### src/rtl/pml_regs.svh
/*
  constants of the program memory lock block: lock byte layout, signature
  defaults, code span, lock bit polarity and reset value. assumes inclusion by bare name.
*/
`ifndef PML_REGS_SVH
`define PML_REGS_SVH

// lock byte in a submitted image and its bit positions
`define PML_LOCK_BYTE_ADDR  16'h8020
`define PML_LOCK_FIRST_POS  0
`define PML_LOCK_SECOND_POS 1
`define PML_LOCK_THIRD_POS  3
// user code image span
`define PML_CODE_LAST_ADDR  16'h7fff
// lock bit value: zero enables the protection
`define PML_LOCK_ACTIVE     1'b0
// signature bytes, values arbitrary
`define PML_SIG_BYTE0       8'h5a
`define PML_SIG_BYTE1       8'ha5
`define PML_SIG_BYTE2       8'h3c
// reset value of latched lock bits: all unprogrammed
`define PML_LOCK_RESET      3'h7

`endif

### src/rtl/pml_pkg.sv
/*
  types of the program memory lock block.
  assumes pml_regs.svh for numeric constants.
*/
package pml_pkg;
  // protection level, one-hot
  typedef enum logic [4:0] {
    PML_LVL_NONE  = 5'b00001,
    PML_LVL_ONE   = 5'b00010,
    PML_LVL_TWO   = 5'b00100,
    PML_LVL_THREE = 5'b01000,
    PML_LVL_BAD   = 5'b10000
  } pml_level_e;
  typedef logic [1:0] pml_sig_sel_t;
endpackage : pml_pkg

### src/rtl/pml_lock.sv
/*
  program memory lock logic: latches the three lock bits at reset release,
  decodes the protection level and gates code reads, programming, verify,
  external execution and data ram access; serves three signature bytes.
  assumes nonvolatile lock bits stable around reset and synchronous inputs.
*/
// Overview of operation
// - three signature bytes are readable by the programming system
// - no lock bit programmed: verify allowed, nothing protected
// - first bit: table reads from external code cannot fetch internal bytes
// - first bit programmed: further programming refused
// - first and second bits: level one limits plus verify disabled
// - all three bits: all lower limits plus no external execution
// - all three bits: internal data ram inaccessible
// - lock bit zero enables protection, one leaves it off
`timescale 1ns/10ps
`include "pml_regs.svh"
module pml_lock (
  input  wire logic              clock,
  input  wire logic              sys_rst,
  input  wire logic [7:0]        protection_byte,
  input  wire logic              table_read_req,
  input  wire logic              table_read_from_ext,
  input  wire logic              program_req,
  input  wire logic              verify_req,
  input  wire logic              ext_fetch_req,
  input  wire logic              data_ram_req,
  input  wire pml_pkg::pml_sig_sel_t sig_sel,
  output logic [7:0]             sig_byte_q,
  output logic                   table_read_ok_q,
  output logic                   program_ok_q,
  output logic                   verify_ok_q,
  output logic                   ext_fetch_ok_q,
  output logic                   data_ram_ok_q,
  output pml_pkg::pml_level_e    level_q
);
  import pml_pkg::*;

  logic       capture_q;
  logic [2:0] lock_q;
  wire        lock_bit_first  = protection_byte[`PML_LOCK_FIRST_POS];
  wire        lock_bit_second = protection_byte[`PML_LOCK_SECOND_POS];
  wire        lock_bit_third  = protection_byte[`PML_LOCK_THIRD_POS];

  // catch one cycle after release; async reset may only load constants
  always_ff @(posedge clock or posedge sys_rst) begin
    if (sys_rst) begin
      capture_q <= 1'b1;
      lock_q    <= `PML_LOCK_RESET;
    end else if (capture_q) begin
      capture_q <= 1'b0;
      lock_q    <= {lock_bit_third, lock_bit_second, lock_bit_first};
    end
  end

  // zero bit means protected, one decoder per latched lock bit
  wire [2:0] prot;
  for (genvar g = 0; g < 3; g++) begin : g_prot
    assign prot[g] = (lock_q[g] == `PML_LOCK_ACTIVE);
  end
  wire       p1 = prot[0];
  wire       p2 = prot[1];
  wire       p3 = prot[2];
  pml_level_e level_d;
  // undefined patterns fall to the strongest level: fail closed
  assign level_d = (!p1 && !p2 && !p3) ? PML_LVL_NONE :
                   ( p1 && !p2 && !p3) ? PML_LVL_ONE  :
                   ( p1 &&  p2 && !p3) ? PML_LVL_TWO  :
                   ( p1 &&  p2 &&  p3) ? PML_LVL_THREE : PML_LVL_BAD;

  wire lvl_ge1 = (level_d != PML_LVL_NONE);
  wire lvl_ge2 = lvl_ge1 && (level_d != PML_LVL_ONE);
  wire lvl_ge3 = lvl_ge2 && (level_d != PML_LVL_TWO);
  // capture window also blocks: lock state unknown until latched
  wire guard   = capture_q;

  wire tr_ok_d  = table_read_req && !guard &&
                  !(lvl_ge1 && table_read_from_ext);
  wire pg_ok_d  = program_req && !guard && !lvl_ge1;
  wire vf_ok_d  = verify_req  && !guard && !lvl_ge2;
  wire ex_ok_d  = ext_fetch_req && !guard && !lvl_ge3;
  wire dr_ok_d  = data_ram_req && !guard && !lvl_ge3;
  wire [7:0] sig_d = (sig_sel == 2'h0) ? `PML_SIG_BYTE0 :
                     (sig_sel == 2'h1) ? `PML_SIG_BYTE1 :
                     (sig_sel == 2'h2) ? `PML_SIG_BYTE2 : 8'h00;

  always_ff @(posedge clock or posedge sys_rst) begin
    if (sys_rst) begin
      table_read_ok_q <= 1'b0;
      program_ok_q    <= 1'b0;
      verify_ok_q     <= 1'b0;
      ext_fetch_ok_q  <= 1'b0;
      data_ram_ok_q   <= 1'b0;
      sig_byte_q      <= 8'h00;
      level_q         <= PML_LVL_NONE;
    end else begin
      table_read_ok_q <= tr_ok_d;
      program_ok_q    <= pg_ok_d;
      verify_ok_q     <= vf_ok_d;
      ext_fetch_ok_q  <= ex_ok_d;
      data_ram_ok_q   <= dr_ok_d;
      sig_byte_q      <= sig_d;
      level_q         <= level_d;
    end
  end
endmodule : pml_lock

### config.mk
export PLATFORM = sky130hd
export DESIGN_NAME = pml_lock
export DESIGN_NICKNAME = d
export VERILOG_FILES = /design/src/rtl/pml_pkg.sv /design/src/rtl/pml_lock.sv
export VERILOG_INCLUDE_DIRS = /design/src /design/src/rtl
export SDC_FILE = /design/constraint.sdc
export NUM_CORES = 1
export LEC_CHECK = 0
export ABC_AREA = 1
export CAP_MARGIN = 20
export CORE_MARGIN = 2
export CORE_UTILIZATION = 40
export DETAILED_ROUTE_END_ITERATION = 7
export DONT_BUFFER_PORTS = 1
export PLACE_DENSITY = 0.65
export RECOVER_POWER = 25
export SLEW_MARGIN = 20
export SYNTH_ARGS = -nofsm -noshare
export SYNTH_HDL_FRONTEND = slang
export SYNTH_SLANG_ARGS = --single-unit
### constraint.sdc
create_clock -name clock -period 1 [get_ports clock]
set_input_delay 0.05 -clock clock [delete_from_list [all_inputs] [get_ports clock]]
set_output_delay 0.05 -clock clock [all_outputs]
set_load 0.03 [all_outputs]
Word-level counts from Yosys, hierarchy flattened:

Index checks and enable logic that the tools add are counted.
Widths: inputs -> output; s select.

* output and inout bits: 18
* register bits: 22
* logic and storage cells: 50
* input bits: 18

* equal/unequal tests: 5
* mux-type cells: 7
* reductions and logical operators: 26
* bitwise gates (word level): 3

Operators by type and width (number)
* $logic_and 1x1->1: 20
* $mux 5: 4
* $mux 8: 2
* $mux 6: 1
* $logic_not 1->1: 5
* $ne 5x1->1 const B: 1
* $ne 5x2->1 const B: 1
* $ne 5x3->1 const B: 1
* $not 1->1: 3
* $eq 2x1->1 const B: 1
* $eq 2x2->1 const B: 1
* $logic_not 2->1: 1

Logic depth before layout (Yosys ltp):

* depth after elaboration: 12
* gate-level depth with buffers: 3
* depth with buffers taken out: 3

Least setup slack after synthesis:

No wires, ideal clock.

* path type: register to register
* from: register lock_q[0]
* to: register data_ram_ok_q
* setup slack: 0.110 ns
* clock period less this slack: 0.890 ns
* data arrival time: 0.769 ns
* buffers on the path: 0
* cell stages (with the launch flop): 4
* path through: dfstp_2 inv_1 o21ai_1 nor2_1

* cells in the longest elaborated chain, start to end: 12
* elaborated cells on any way between the ends: 19
* those cells by class: 3 x eq/ne; 4 x mux; 1 x bitwise; 11 x reduce/logical

RTL lines
* from (decl): RTL line pml_lock.sv:40 `logic [2:0] lock_q;`
* from (signal assigned): RTL line pml_lock.sv:49 `` lock_q <= `PML_LOCK_RESET; ``
* from (signal assigned): RTL line pml_lock.sv:52 `lock_q <= {lock_bit_third, lock_bit_second, lock_bit_first};`
* $not 1->1 (no source line)
* $logic_and 1x1->1: RTL line pml_lock.sv:68, pml_lock.sv:69
* $logic_and 1x1->1: RTL line pml_lock.sv:69 `( p1 && p2 && p3) ? PML_LVL_THREE : PML_LVL_BAD;`
* $mux 5: RTL line pml_lock.sv:69
* $mux 5: RTL line pml_lock.sv:68 `( p1 && p2 && !p3) ? PML_LVL_TWO :`
* $mux 5: RTL line pml_lock.sv:67 `( p1 && !p2 && !p3) ? PML_LVL_ONE :`
* $mux 5 (*): RTL line pml_lock.sv:66 `assign level_d = (!p1 && !p2 && !p3) ? PML_LVL_NONE :`
* $ne 5x1->1 / $ne 5x2->1 (equally long branches): RTL line pml_lock.sv:71, pml_lock.sv:72
* $logic_and 1x1->1: RTL line pml_lock.sv:72 `wire lvl_ge2 = lvl_ge1 && (level_d != PML_LVL_ONE);`
* $logic_and 1x1->1 (*): RTL line pml_lock.sv:73 `wire lvl_ge3 = lvl_ge2 && (level_d != PML_LVL_TWO);`
* $logic_not 1->1 (*): RTL line pml_lock.sv:82 `wire dr_ok_d = data_ram_req && !guard && !lvl_ge3;`
* $logic_and 1x1->1 (*): RTL line pml_lock.sv:82
* net dr_ok_d: RTL line pml_lock.sv:82
* to (signal assigned): RTL line pml_lock.sv:101 `data_ram_ok_q <= dr_ok_d;`
* to (decl): RTL line pml_lock.sv:34 `output logic data_ram_ok_q,`

Mark *: on every way through the listed nets, which the timed path passes. The rest lies on a longest branch.
A chain may end at the register's enable or synchronous reset.

Worst setup path after layout:

* from: input sig_sel[0]
* to: register sig_byte_q[3]

* cells in the longest elaborated chain, start to end: 4
* elaborated cells on any way between the ends: 6
* those cells by class: 2 x eq/ne; 3 x mux; 1 x reduce/logical

RTL lines
* from (decl): RTL line pml_lock.sv:28 `input wire pml_pkg::pml_sig_sel_t sig_sel,`
* $eq 2x2->1: RTL line pml_lock.sv:85 `` (sig_sel == 2'h2) ? `PML_SIG_BYTE2 : 8'h00; ``
* $mux 6: RTL line pml_lock.sv:85
* $mux 8: RTL line pml_lock.sv:84 `` (sig_sel == 2'h1) ? `PML_SIG_BYTE1 : ``
* $mux 8 (*): RTL line pml_lock.sv:83 `` wire [7:0] sig_d = (sig_sel == 2'h0) ? `PML_SIG_BYTE0 : ``
* net sig_d[3]: RTL line pml_lock.sv:83
* to (signal assigned): RTL line pml_lock.sv:102 `sig_byte_q <= sig_d;`
* to (decl): RTL line pml_lock.sv:29 `output logic [7:0] sig_byte_q,`

Marks and branches as above.

==> results.py <==
metrics = {
    "status": {
        "status": "finished, final reports clean",
    },
    "critical_path": {
        "rr_worst_depth": 3,
        "cp_cell_sequence": "dlygate4sd3_1 > inv_1 > ha_1 > or2_2",
        "start_kind": "input pin",
        "crit_buf_inv": 2,
        "critPathKind": "in -> reg",
        "cp-end-kind": "flop",
        "critical_path_required_ns": 1.18,
        "slowest_stage": "dlygate4sd3_1",
        "rrSetupSlack_ns": 0.07,
        "path_delay_family": "buffers and inverters",
        "cp_slowest_stage_delay_ns": 0.55,
        "crit_fanout": 2,
        "rr_endpoint": "ext_fetch_ok_q$_DFF_PP0_",
        "cp.arrival_ns": 1.15,
        "reg2reg_from": "lock_q[0]$_DFFE_PP1P_",
    },
    "sta": {
        "finalSetupTns_ns": 0,
        "final-setup-viol-count": 0,
        "max_freq_ghz": 1.03,
        "skew_ns": 0.000676,
        "finalCritPeriodShare_pct": 96.8,
        "rsz0062_at_grt": "false",
        "fin_crit_ns": 0.968,
        "finalHoldViolations": 0,
        "fin_hold_ws_ns": 0.184,
        "drv_slew": 0,
    },
    "yosys": {
        "synth_ff_type": "dfrtp_1",
        "seq_area_frac_synth_pct": 67.5,
        "yosysMostFrequentCell": "dfrtp_1",
        "syn_inst": 60,
        "ys_ff_latch": 18,
        "synth_top_cell_by_area": "dfrtp_1",
        "syn_nets": 81,
        "async_reset_ff_share_pct": 100,
        "synthDistinctLibCells": 14,
        "synth.avg_cell_area_sq_um": 11.3,
        "yosys-top-cells-area": "dfrtp_1 48%, dfstp_2 19%, nand2_1 6.7%, ha_1 5.5%, buf_4 4.4%",
        "synth_edf_count": 0,
        "ys_warn_count": 0,
        "netlist_area_sq_um": 677,
        "netlist.area_leader.share_pct": 48.1,
        "synth_common_cells": "13 x dfrtp_1, 12 x nand2_1, 8 x inv_1, 7 x nor2_1, 5 x dfstp_2",
    },
    "hold_path": {
        "hold_class": "in -> async",
    },
    "clock_tree": {
        "htree_levels": 1,
        "clkLatencyLatePin_ns": 0.29,
        "cts_tree": "done",
        "cts_max_path_buffers": 2,
        "cts-root-buf": "clkbuf_4",
        "cts.sinks": 18,
        "cts.clk_slew.worst_paths_ns": 0.10,
        "numCtsBuffers": 3,
    },
    "floorplanning": {
        "die_area_sq_mm": 0.00204,
        "rows": 14,
        "die_h_um": 45.1,
        "core_area_sq_mm": 0.00154,
        "initial_core_util_pct": 43.9,
        "io_pins": 36,
        "die_x_um": 45.1,
    },
    "power": {
        "ir_drop_mv": 0.735,
        "p_per_area_mw_per_mm2": 1720,
        "finalPower_mw": 1.50,
        "leakage_nw": 0.447,
    },
    "detailed_routing": {
        "wl_mm": 1.12,
        "via_per_inst": 4.60,
        "wire_per_inst_um": 11.9,
        "drt-initial-drc-count": 7,
        "drtAntennaViolNets": 0,
        "vias": 432,
        "drcViolationCount": 0,
        "firstDrtPassIters": 3,
    },
    "final_layout": {
        "fin_nets": 100,
        "antenna_cells": 0,
        "drive_gt1_share_pct": 24.4,
        "areaGrowthSynthToFinish_pct": 28.8,
        "nFillCells": 147,
        "final_util_pct": 56.6,
    },
    "grt": {
        "grt_max_degree": 13,
        "grt.total_usage_pct": 12.0,
        "grt_pass1_vias": 377,
        "antenna_found_initial": 0,
        "grt_pass1_wl_mm": 1.61,
        "gr-total-overflow": 0,
    },
    "place": {
        "dp_hpwl_um": 777,
        "io_buffer_count": 0,
        "gp_congestion": 0.762,
    },
    "job": {
        "maxCapViolCount": 0,
    },
}
## where the power goes
part           switching (mW)  internal (mW)  total [mW]
Clock                   0.216          0.222       0.438
Sequential             0.0805          0.787       0.868
Combinational           0.114         0.0767       0.191
Total                   0.411           1.09        1.50
## registers in the layout (all words and copies together) (netlist names)
name / flops
program_ok_q: 1
lock_q: 3
data_ram_ok_q: 1
verify_ok_q: 1
sig_byte_q: 4
table_read_ok_q: 1
ext_fetch_ok_q: 1
capture_q: 1
level_q: 5
## logic make-up after synthesis
logic type               Yosys count  share of synthesized area, %
buffers and inverters             12                          8.87
adder cells (fa/ha/maj)            3                          5.55
other                              1                         0.554
flip-flops                        18                          67.5
AO/OA/AOI/OAI                      5                          4.62
AND/OR/NAND/NOR                   21                          12.9
## routing by layer
| metal | GRT usage, % | share of wire (%) |
|---|---|---|
| met1 | 13.0 | 42 |
| met2 | 18.3 | 49 |
| met3 | 4.40 | 6.8 |
| met4 | 10.6 | 1.6 |
| met5 | 0 | 0 |
## worst max path at each step
stage                          start                 endpoint  slack (ns)  cells after the start
2_1_floorplan  lock_q[0]$_DFFE_PP1P_  data_ram_ok_q$_DFF_PP0_        0.11                      3
3_3_place_gp   lock_q[0]$_DFFE_PP1P_  data_ram_ok_q$_DFF_PP0_        0.06                      3
3_5_place_dp   lock_q[0]$_DFFE_PP1P_  data_ram_ok_q$_DFF_PP0_        0.05                      3
4_1_cts         level_q[0]$_DFF_PP1_               level_q[0]        0.03                      0
5_1_grt        lock_q[1]$_DFFE_PP1P_     level_q[3]$_DFF_PP0_       0.001                      3
6_report                  sig_sel[0]  sig_byte_q[3]$_DFF_PP0_        0.03                      4
## repair_timing
item                                    in CTS  in global routing
gates resized for setup                      0                  1
endpoints found under the setup margin       0                  3
setup buffers                                0                  1
hold endpoints to repair                    30                  0
hold buffers                                12                  0
## cells in the final DEF (no fill, tap or decap)
| cell type | n |
|---|---|
| a21oi_2 | 1 |
| buf_4 | 6 |
| clkbuf_4 | 3 |
| clkbuf_8 | 1 |
| conb_1 | 1 |
| dfrtp_1 | 13 |
| dfstp_2 | 5 |
| dlygate4sd3_1 | 12 |
| ha_1 | 3 |
| inv_1 | 8 |
| nand2_1 | 12 |
| nand3_2 | 1 |
| nor2_1 | 7 |
| o21a_1 | 1 |
| o21ai_0 | 2 |
| o21ai_2 | 1 |
| or2_2 | 1 |
## final cells by class
cell class	count	area (sq um)	share of cell area [%]
sequential	18	457	52.4
multi-input combinational	30	164	18.8
tap	16	20.0	2.30
clock buffer	4	36.3	4.16
timing repair buffer	18	165	18.9
inverter	8	30.0	3.44
## through the flow
step / area, sq um / setup WS (ns) / cells
after floorplan: 677 / 0.110 / 60
after global placement: 704 / 0.0613 / 77
after detailed placement: 704 / 0.0467 / 77
after CTS: 861 / 0.0291 / 93
after global routing: 872 / 0.000965 / 94
final: 872 / 0.0325 / 94
Power figures use the tool's default switching activity.
